File: config.mk
export PLATFORM = sky130hd
export DESIGN_NAME = dlpc_link_phy_regs
export DESIGN_NICKNAME = d
export VERILOG_FILES = /design/src/hdl/dlpc_pkg.sv /design/src/hdl/dlpc_link_phy_regs.sv
export SDC_FILE = /design/constraint.sdc
export NUM_CORES = 1
export LEC_CHECK = 0
export BUFFER_PORTS_ARGS = -buffer_cell sky130_fd_sc_hd__buf_4
export CAP_MARGIN = 20
export CORE_MARGIN = 4
export CORE_UTILIZATION = 55
export DETAILED_ROUTE_END_ITERATION = 7
export HOLD_SLACK_MARGIN = 0.08
export PLACE_DENSITY = 0.83
export SKIP_LAST_GASP = 1
export SLEW_MARGIN = 30
export SYNTH_ARGS = -nofsm -noshare
export SYNTH_HDL_FRONTEND = slang
export SYNTH_SLANG_ARGS = --single-unit
export TNS_END_PERCENT = 30
File: constraint.sdc
create_clock -name clk -period 6.2 [get_ports clk]
set_input_delay 1.86 -clock clk [delete_from_list [all_inputs] [get_ports clk]]
set_output_delay 1.86 -clock clk [all_outputs]
set_load 0.1 [all_outputs]
File: src/hdl/dlpc_pkg.sv
// Package with the register map, field layout and constants of the link PHY.
package dlpc_pkg;
  // Register offsets on the link register space.
  localparam logic [3:0] DLPC_OFS_REV = 4'h0;
  localparam logic [3:0] DLPC_OFS_ERR = 4'h1;
  localparam logic [3:0] DLPC_OFS_PHY = 4'h2;
  localparam logic [3:0] DLPC_OFS_DIS = 4'h3;
  localparam logic [3:0] DLPC_OFS_PHY_LAST = 4'h3;
  localparam logic [3:0] DLPC_OFS_ACC_LAST = 4'hc;
  // Field positions in the phy control register.
  localparam int DLPC_POS_GAP = 7;
  localparam int DLPC_POS_PAR = 5;
  localparam int DLPC_POS_TMO = 4;
  localparam int DLPC_POS_RSP = 3;
  // Field positions in the disable control register.
  localparam int DLPC_POS_NACK = 4;
  localparam int DLPC_POS_CONT = 3;
  localparam int DLPC_POS_DIS = 2;
  // Writable masks; other bits read as zero.
  localparam logic [7:0] DLPC_PHY_MASK = 8'hbf;
  localparam logic [7:0] DLPC_DIS_MASK = 8'h1c;
  // Reset values.
  localparam logic [7:0] DLPC_PHY_RST = 8'h00;
  localparam logic [7:0] DLPC_DIS_RST = 8'h00;
  localparam logic [2:0] DLPC_SIG_RST = 3'h0;
  // Error signature codes.
  localparam logic [2:0] DLPC_SIG_NONE = 3'h0;
  localparam logic [2:0] DLPC_SIG_PAR = 3'h1;
  localparam logic [2:0] DLPC_SIG_FRM = 3'h2;
  localparam logic [2:0] DLPC_SIG_TMO = 3'h3;
  localparam logic [2:0] DLPC_SIG_CLK = 3'h4;
  localparam logic [2:0] DLPC_SIG_CONT = 3'h7;
  // Guard time base and off code.
  localparam int DLPC_GT_MAX_CYC = 128;
  localparam logic [2:0] DLPC_GT_OFF = 3'h7;
  // Access layer time-out in link clock cycles.
  localparam int DLPC_TMO_CYC = 65536;
  // Inter-byte gap: two idle characters of this many bit times each.
  localparam int DLPC_IDLE_CHARS = 2;
  localparam int DLPC_CHAR_BITS = 12;

  // Raw error events from the framing logic, one cycle pulses.
  typedef struct packed {
    logic parity;
    logic frame;
    logic clock;
    logic contention;
  } dlpc_err_t;

  // Register access request.
  typedef struct packed {
    logic rd;
    logic wr;
    logic [3:0] addr;
    logic [7:0] data;
  } dlpc_req_t;
endpackage : dlpc_pkg

File: src/hdl/dlpc_link_phy_regs.sv
// Configuration and status registers of the single-wire debug link PHY.
`timescale 1ns/1ps
module dlpc_link_phy_regs
  import dlpc_pkg::*;
#(
  parameter logic [3:0] REVISION = 4'h3, // Arbitrary revision code.
  parameter int TMO_CYC = DLPC_TMO_CYC
) (
  input wire logic clk,
  input wire logic rst,
  input wire dlpc_req_t req,
  output logic [7:0] rdData,
  output logic accSel,
  input wire dlpc_err_t errIn,
  input wire logic accBusy,
  input wire logic accDone,
  input wire logic sysResetHit,
  input wire logic rspWanted,
  input wire logic nackWanted,
  input wire logic txStart,
  input wire logic txNextByte,
  output logic rspAllow,
  output logic nackAllow,
  output logic contentionOn,
  output logic [15:0] txWait,
  output logic linkDisable,
  output logic clkReq
);
  // How this block sits in the link.
  // The link instruction decoder is the only master of the request port.
  // It raises req.rd or req.wr for exactly one clock per register access.
  // There is no path from the processor side, so these registers stay
  // private to the debugger.
  // A read of offsets 0 to 3 is answered one clock later on rdData.
  // The read data then holds until the next read of that range.
  // Offsets 4 to C are not stored here.
  // They are flagged on accSel so that the access interface answers them.
  // Offsets above C select nothing and leave rdData unchanged.
  // The framing logic reports its errors as one-clock pulses on errIn.
  // A single error signature is kept, so only the most severe error of a
  // cycle is recorded.
  // A later error overwrites an earlier one that has not yet been read.
  // The debugger therefore sees the most recent problem, not the first.
  // The time-out watches the access layer busy and done handshake.
  // It counts only while an answer is owed.
  // Each fresh wait therefore starts from zero.
  // The transmit side asks for a wait count on txStart and on txNextByte.
  // txStart marks the turn from receive to transmit.
  // txNextByte marks each further byte of a multi-byte load.
  // The framer counts txWait down itself; this block only sets it.
  // The steering outputs are plain decodes of the control registers.
  // They are combinational on purpose, so that a new setting takes effect
  // on the very next frame without an extra clock of delay.
  // The disable bit stops the link and clears the phy control register; the disable control register keeps its value.
  // Clearing that bit again or a reset are the only ways back to a working link.
  // A limitation: the gap length assumes a twelve bit idle character.
  // A framer that uses another character length must scale txWait.
  // Another limitation: TMO_CYC below 2 would fire on the first wait cycle.
  // The elaboration check below refuses such values.

  // Refuse a time-out length that the 17 bit counter cannot serve.
  initial begin
    if (TMO_CYC < 2 || TMO_CYC > 65536) begin
      $error("TMO_CYC out of range");
    end
  end

  // Live register state.
  logic [7:0] phyCtrl;
  logic [7:0] disCtrl;
  logic [2:0] errSig;
  logic [16:0] tmoCnt;
  logic tmoHit;

  // Guard time cycles from the select field, zero when off.
  function automatic logic [15:0] guardCycles(input logic [2:0] sel);
    if (sel == DLPC_GT_OFF) begin
      return 16'h0000;
    end
    return 16'(DLPC_GT_MAX_CYC >> sel);
  endfunction : guardCycles

  // Decode; only offsets 0..3 are held here, 4..C go to the access layer.
  // The decode is kept combinational so that accSel is valid in the same
  // clock as the request, which lets the access interface answer in time.
  wire logic inPhy = req.addr <= DLPC_OFS_PHY_LAST;
  assign accSel = !inPhy && req.addr <= DLPC_OFS_ACC_LAST;
  wire logic rdErr = req.rd && req.addr == DLPC_OFS_ERR;
  wire logic wrPhy = req.wr && req.addr == DLPC_OFS_PHY;
  wire logic wrDis = req.wr && req.addr == DLPC_OFS_DIS;

  // Error priority: contention first, as it corrupts every other check.
  // A clock error comes next, since it makes the rest of the frame
  // meaningless; the time-out follows, then frame and parity errors.
  // Masked errors are dropped here and never reach the signature.
  wire logic parOk = !phyCtrl[DLPC_POS_PAR];
  wire logic contOk = !disCtrl[DLPC_POS_CONT];
  wire logic [2:0] newSig =
    (errIn.contention && contOk) ? DLPC_SIG_CONT :
    errIn.clock ? DLPC_SIG_CLK :
    tmoHit ? DLPC_SIG_TMO :
    errIn.frame ? DLPC_SIG_FRM :
    (errIn.parity && parOk) ? DLPC_SIG_PAR : DLPC_SIG_NONE;
  wire logic anyErr = newSig != DLPC_SIG_NONE;

  // Time-out counter runs while the access layer owes an answer.
  // The done pulse stops it in the same cycle, so an answer that arrives
  // on the last counted cycle is still taken as on time.
  wire logic tmoOn = !phyCtrl[DLPC_POS_TMO] && accBusy && !accDone;
  assign tmoHit = tmoOn && tmoCnt == 17'(TMO_CYC - 1);

  always_ff @(posedge clk) begin
    // Counter restarts with every new wait so an on-time answer is not blamed for an earlier wait.
    if (rst || linkDisable || !tmoOn || tmoHit) begin
      tmoCnt <= '0;
    end else begin
      tmoCnt <= tmoCnt + 17'h00001;
    end
  end

  // Configuration; the disable bit itself survives so it can be cleared.
  // Writes are masked so that unused bits always read back as zero.
  // Writes to the status offsets fall through and change nothing.
  always_ff @(posedge clk) begin
    if (rst) begin
      phyCtrl <= DLPC_PHY_RST;
      disCtrl <= DLPC_DIS_RST;
    end else if (linkDisable) begin
      phyCtrl <= DLPC_PHY_RST;
      disCtrl <= wrDis ? (req.data & DLPC_DIS_MASK) : disCtrl;
    end else begin
      if (wrPhy) begin
        phyCtrl <= req.data & DLPC_PHY_MASK;
      end
      if (wrDis) begin
        disCtrl <= req.data & DLPC_DIS_MASK;
      end
    end
  end

  // Signature: a new error wins over the clear-on-read of the same cycle.
  // Losing the error instead would hide a fault that the debugger has not
  // yet seen; the read still returns the older value it sampled.
  always_ff @(posedge clk) begin
    if (rst || linkDisable) begin
      errSig <= DLPC_SIG_RST;
    end else if (anyErr) begin
      errSig <= newSig;
    end else if (rdErr) begin
      errSig <= DLPC_SIG_NONE;
    end
  end

  // Read data registered one cycle after the request.
  // The register sits on the output so that the framer can shift it out
  // without a long combinational path from the request decode.
  wire logic [7:0] rdMux =
    (req.addr == DLPC_OFS_REV) ? {REVISION, 4'h0} :
    (req.addr == DLPC_OFS_ERR) ? {5'h00, errSig} :
    (req.addr == DLPC_OFS_PHY) ? phyCtrl :
    (req.addr == DLPC_OFS_DIS) ? disCtrl : 8'h00;
  always_ff @(posedge clk) begin
    if (rst) begin
      rdData <= 8'h00;
    end else if (req.rd && inPhy) begin
      rdData <= rdMux;
    end
  end

  // Transmit pacing: guard before first byte, idle gap between bytes.
  // txStart wins over txNextByte, so the first byte of a response never
  // gets the idle gap, only the guard time.
  // The gap is a fixed length in link clock cycles.
  wire logic [15:0] gapCycles = 16'(DLPC_IDLE_CHARS * DLPC_CHAR_BITS);
  always_ff @(posedge clk) begin
    if (rst || linkDisable) begin
      txWait <= 16'h0000;
    end else if (txStart) begin
      txWait <= guardCycles(phyCtrl[2:0]);
    end else if (txNextByte) begin
      txWait <= phyCtrl[DLPC_POS_GAP] ? gapCycles : 16'h0000;
    end
  end

  // Outward steering of the framing logic.
  // While disabled the link answers nothing and detects nothing.
  assign linkDisable = disCtrl[DLPC_POS_DIS];
  assign clkReq = !disCtrl[DLPC_POS_DIS];
  assign rspAllow = rspWanted && !phyCtrl[DLPC_POS_RSP] &&
    !linkDisable;
  assign nackAllow = nackWanted && !linkDisable &&
    !(sysResetHit && disCtrl[DLPC_POS_NACK]);
  assign contentionOn = contOk && !linkDisable;

  // Checks on the behaviour above.
  sig_clear_a: assert property (@(posedge clk) disable iff (rst)
    rdErr && !anyErr && !linkDisable |=> errSig == 3'h0)
    else $error("signature not cleared by read");
  sig_load_a: assert property (@(posedge clk) disable iff (rst)
    anyErr && !linkDisable |=> errSig == $past(newSig))
    else $error("signature not loaded");
  sig_reserved_a: assert property (@(posedge clk) disable iff (rst)
    errSig != 3'h5 && errSig != 3'h6)
    else $error("reserved signature produced");
  par_ignore_a: assert property (@(posedge clk) disable iff (rst)
    phyCtrl[5] && errIn.parity && !errIn.frame && !errIn.clock &&
    !errIn.contention && !tmoHit |-> newSig == 3'h0)
    else $error("parity flagged while ignored");
  rsp_block_a: assert property (@(posedge clk) disable iff (rst)
    phyCtrl[3] |-> !rspAllow)
    else $error("response sent while suppressed");
  guard_time_a: assert property (@(posedge clk) disable iff (rst)
    txStart && !linkDisable && phyCtrl[2:0] == 3'h0 |=> txWait == 16'd128)
    else $error("default guard time wrong");
  gap_time_a: assert property (@(posedge clk) disable iff (rst)
    txNextByte && !txStart && !linkDisable && phyCtrl[7]
    |=> txWait == 16'd24)
    else $error("inter byte gap wrong");
  disable_reset_a: assert property (@(posedge clk) disable iff (rst)
    linkDisable && !wrDis |=> phyCtrl == 8'h00 && errSig == 3'h0 &&
    !clkReq)
    else $error("disable did not reset link");
  rev_read_a: assert property (@(posedge clk) disable iff (rst)
    req.rd && req.addr == 4'h0 |=> rdData == {REVISION, 4'h0})
    else $error("revision read wrong");
  // Further checks on the time-out, steering, guard time, first byte and unused bits.
  tmo_off_a: assert property (@(posedge clk) disable iff (rst)
    tmoHit |-> !phyCtrl[4])
    else $error("time-out while detection off");
  tmo_sig_a: assert property (@(posedge clk) disable iff (rst)
    tmoHit && !errIn.clock && !(errIn.contention && contOk) &&
    !linkDisable |=> errSig == 3'h3)
    else $error("time-out signature not loaded");
  cont_off_a: assert property (@(posedge clk) disable iff (rst)
    disCtrl[3] |-> !contentionOn)
    else $error("contention detect not off");
  nack_block_a: assert property (@(posedge clk) disable iff (rst)
    sysResetHit && disCtrl[4] |-> !nackAllow)
    else $error("nack sent while suppressed");
  clk_req_a: assert property (@(posedge clk) disable iff (rst)
    clkReq != linkDisable)
    else $error("clock request wrong");
  acc_sel_a: assert property (@(posedge clk) disable iff (rst)
    accSel |-> req.addr >= 4'h4 && req.addr <= 4'hc)
    else $error("access select out of range");
  gt_off_a: assert property (@(posedge clk) disable iff (rst)
    txStart && !linkDisable && phyCtrl[2:0] == 3'h7 |=> txWait == 16'h0000)
    else $error("guard time not off");
  first_byte_a: assert property (@(posedge clk) disable iff (rst)
    txStart && !linkDisable && phyCtrl[7] && phyCtrl[2:0] == 3'h0
    |=> txWait == 16'h0080)
    else $error("first byte got the gap");
  unused_zero_a: assert property (@(posedge clk) disable iff (rst)
    !phyCtrl[6] && disCtrl[7:5] == 3'h0 && disCtrl[1:0] == 2'h0)
    else $error("unused bit set");
endmodule : dlpc_link_phy_regs

; ---- Word-level counts from Yosys, hierarchy flattened
; Cells that the tools add are included.
; W data, S select, Z words.
[totals]
register_bits = 59
wordCells = 71
inputBits = 27
out_inout_bits = 30
[op_classes]
n_eq_ne = 5
add_sub_neg = 1
shifts = 1
mux = 22
n_reduce_logical = 33
magnitude_cmp = 2
[op_table]
columns = operator, count
row1 = $mux W16, 4
row2 = $mux W8, 7
row3 = $add A17 B1 Y17 const B, 1
row4 = $eq A17 B16 Y1 const B, 1
row5 = $logic_and A1 B1 Y1, 16
row6 = $shr A8 B3 Y16 const A, 1
row7 = $mux W3, 4
row8 = $logic_not A1 Y1, 9
row9 = $eq A4 B2 Y1 const B, 2
row10 = $mux W5, 1
row11 = $eq A4 B1 Y1 const B, 1
row12 = $le A4 B2 Y1 const B, 1
row13 = $le A4 B4 Y1 const B, 1
row14 = $logic_not A4 Y1, 1
row15 = $mux W1, 4
row16 = $mux W2, 2
row17 = $reduce_bool A2 Y1, 2
row18 = $eq A3 B3 Y1 const B, 1
row19 = $logic_or A1 B1 Y1, 3
row20 = $reduce_bool A3 Y1, 1
row21 = $reduce_or A2 Y1, 1

; ---- Logic depth before layout (Yosys ltp)
[logic_depth]
depth_word = 9
ltp_mapped = 10
ltp_nobuf = 9

; ---- Worst setup path before layout
; OpenSTA, ideal clock, no wires.
[synth_timing]
path_type = input to output
from = input port rspWanted
to = output port rspAllow
setup_slack_ns = 0.298
required_time_ns = 4.340
path_buffers = 0
arrival_time_ns = 4.042
stages = 1
path_cell_list = nor3b_1
[synth_between]
elab_chain_cells = 2
[synth_rtl]
columns = element, line
row1 = start: declaration, dlpc_link_phy_regs.sv:18  ; input wire logic rspWanted,
row2 = $logic_and A1 B1 Y1 (2 in series), dlpc_link_phy_regs.sv:189  ; assign rspAllow = rspWanted && !phyCtrl[DLPC_POS_RSP] &&
row3 = end: declaration, dlpc_link_phy_regs.sv:22  ; output logic rspAllow,
; Every way passes these cells.

; ---- Worst setup path in the final report
[layout_timing]
from = input port req[9] (netlist bit)
to = output port accSel
[layout_between]
elab_chain_cells = 3
word_cells_on_any_way = 4
cone_classes = 2 x order compare / 2 x reduce/logical
[layout_rtl]
columns = element, line
row1 = start: declaration, dlpc_link_phy_regs.sv:11  ; input wire dlpc_req_t req,
row2 = $le A4 B2 Y1, dlpc_link_phy_regs.sv:86  ; wire logic inPhy = req.addr <= DLPC_OFS_PHY_LAST;
row3 = $logic_not A1 Y1, dlpc_link_phy_regs.sv:87  ; assign accSel = !inPhy && req.addr <= DLPC_OFS_ACC_LAST;
row4 = $logic_and A1 B1 Y1 *, dlpc_link_phy_regs.sv:87
row5 = end: declaration, dlpc_link_phy_regs.sv:13  ; output logic accSel,
; Every way passes the cells marked *; elsewhere a longest branch is shown, timed or not.

==> impl_metrics.py <==
metrics = {
    "sta": {
        "drv_slew": 0,
        "skew_ns": 0.004773,
        "rsz0062_at_grt": "no",
        "min_period_ns": 4.501,
        "finalHoldViolations": 0,
        "relSlewSlack_pct": 59.67,
        "holdWs_ns": 0.4653,
        "finalWorstSetupSlack_ns": 1.699,
        "tightest_slew_ns": 0.6024,
        "finalCritPeriodShare_pct": 72.60,
        "fin_setup_tns_ns": 0,
        "report.final.setup_viol": 0,
        "fmaxAchievable_mhz": 222.2,
    },
    "pwr": {
        "p_per_area_nw_per_um2": 228.6,
        "irDropWorstVdd_v": 0.0001775,
        "leakage_uw": 0.0009731,
    },
    "floorplan": {
        "initial_core_util_pct": 59.24,
        "coreArea_um2": 3468,
        "rows": 21,
        "die_area_um2": 4777,
        "io_pins": 57,
        "die_w_um": 69.12,
        "die_h_um": 69.12,
    },
    "yosys": {
        "syn_area_per_cell_um2": 8.560,
        "synth_top_family_by_area": "simple AND/OR/NAND/NOR gates",
        "yosysWarnings": 0,
        "synthTopCellsByCount": "45 x dfxtp_1, 36 x nor2_1, 15 x a21oi_1",
        "synthArstFlopShare_pct": 0,
        "ys_top_cells_by_area": "dfxtp_1 44%, nor2_1 6.6%, mux2i_1 5.8%",
        "synth_edf_count": 0,
        "ys_ff_latch": 45,
        "yosys.area.top_type": "dfxtp_1",
        "ys_seq_area_share_pct": 43.85,
        "synth-xor-area-share_pct": 2.984,
        "synth_top_area_share_pct": 43.85,
        "synth.most_common_cell": "dfxtp_1",
        "synth_ff_type": "dfxtp_1",
        "synth_mux_area_share_pct": 6.395,
        "synth_fa_ha_area_share_pct": 1.218,
        "synth_cell_types": 43,
        "yosys.area_share.simple_pct": 26.43,
        "synth-compound-area-share_pct": 11.33,
        "synthesis.area_um2": 2054,
        "synth_cells": 240,
    },
    "layout": {
        "final_area_um2": 2461,
        "diodes": 0,
        "fin_cells": 328,
        "area_growth_pct": 19.79,
        "drive_above_1_share_pct": 20.57,
        "fillers": 299,
        "final_nets": 310,
    },
    "global_routing": {
        "antenna_found_initial": 0,
        "grt.overflow.total": 0,
        "grt_pass1_wl_um": 7458,
        "track_usage_pct": 18.85,
        "grt_max_degree": 21,
        "grt_pass1_vias": 1690,
    },
    "critical_path": {
        "crit_fanout": 9,
        "cp.arrival_ns": 2.64,
        "r2r-start": "tmoCnt[0]",
        "crit_required_ns": 4.34,
        "worstSetupEndpointType": "primary output",
        "reg2regPathDepth": 8,
        "start_kind": "input pin",
        "critPathKind": "in2out",
        "rrSetupSlack_ns": 3.72,
        "r2r_end": "tmoCnt[10]",
    },
    "place": {
        "numPortBuffers": 46,
        "placed_cells": 320,
        "post_dp_cell_area_um2": 2376,
        "dp_slack_ns": 1.713,
        "place_hpwl_um": 3284,
        "gp_congestion": 0.7870,
    },
    "min_path": {
        "hold_end": "rdData[7]",
        "holdPathStages": 2,
        "hp-class": "reg2reg",
        "holdCritStartpoint": "rdData[7]",
    },
    "detailed_routing": {
        "drc_errors": 0,
        "detail-route-antenna-nets": 0,
        "drt-total-wl_um": 4409,
        "via_count": 1766,
        "drtIter0Drc": 51,
        "wl_per_cell_um": 13.44,
        "dr.pass1.iters": 6,
        "vias_per_cell": 5.384,
    },
    "clock_tree": {
        "clock_latency_ns": 0.29,
        "cts_hold_buf": 0,
        "cts_buffers": 5,
        "clk_path_buf_depth": 2,
        "cts_htree_levels": 2,
        "cts_tree": "done",
        "post_cts_buffers": 0,
        "cts-root-buf": "clkbuf_8",
        "clock-sinks": 45,
        "path_clk_slew_ns": 0.08,
        "cts_resized": 0,
    },
    "run": {
        "cap_violations": 0,
    },
    "status": {
        "outcome": "finished clean",
    },
}
[where the power goes]
group / switching, uW / internal [uW]
Combinational: 71.4 / 23.1
Clock: 91.1 / 80.1
Sequential: 3.45 / 293
Total: 166 / 397
[final cells by class]
| class | instances | area (um2) | share of cell area, % |
|---|---|---|---|
| multi-input cells | 171 | 1032 | 41.94 |
| flip-flops and latches | 45 | 900.9 | 36.60 |
| repair buffers | 46 | 345.3 | 14.03 |
| clock buffers | 8 | 80.08 | 3.254 |
| well taps | 46 | 57.56 | 2.339 |
| inverters | 12 | 45.04 | 1.830 |
[cell usage in the layout, fill, tap and decap left out, types with 2 or more instances in the layout]
master / instances
buf_4: 46
nor3b_1: 3
a211oi_1: 2
or4_1: 3
xor2_1: 2
dfxtp_1: 45
a32oi_1: 2
nand4_1: 4
and3_1: 2
nand3_1: 7
nand2_1: 13
clkbuf_8: 5
nor4_1: 3
o22ai_1: 2
mux2i_1: 12
a41oi_1: 2
o21ai_0: 7
nor2_1: 36
or3_1: 8
nor2b_1: 4
inv_1: 12
a21oi_1: 15
ha_1: 2
and4_1: 2
nor3_1: 7
a221oi_1: 3
or3b_2: 2
conb_1: 9
xnor2_1: 5
nand4b_1: 2
clkbuf_1: 3
[sequential cells by signal, summed over array words and instances (netlist names)]
signal / flops
disCtrl: 3
errSig: 3
phyCtrl: 7
rdData: 8
tmoCnt: 17
txWait: 7
[critical path: stages]
cell	delay (ns)
buf_4	0.14
o211a_1	0.22
nor2_1	0.11
buf_4	0.30
[per-layer routing]
metal	global-route usage [%]	share of wire, %	vias up	wire length, um
li1	-	-	903	-
met1	22.66	45	817	1965
met2	31.46	49	40	2153
met3	5.233	5.3	6	232
met4	7.809	1.3	0	57
met5	0	0	-	0
[worst max-delay path by stage]
stage               from  endpoint  slack (ns)
6_report          req[9]    accSel        1.70
5_1_grt           req[9]    accSel        1.67
4_1_cts           req[9]    accSel        1.71
3_5_place_dp      req[9]    accSel        1.71
3_3_place_gp      req[9]    accSel        1.71
2_1_floorplan  rspWanted  rspAllow        0.30
[stage by stage]
step / util [%] / total power, uW
after floorplan: - / 377.9
after global placement: 68.51 / 396.2
after detailed placement: 68.51 / 397.4
after CTS: 70.82 / 564.9
after global routing: 70.96 / 585.4
final: 70.96 / 562.6
[cells by family after synthesis]
family,Yosys count
simple gates,103
flops,45
compound gates,37
buf+inv,32
mux,13
xor+xnor,7
fa+ha+maj,2
other cells,1
Note: power is estimated with default switching activity, not from simulation.
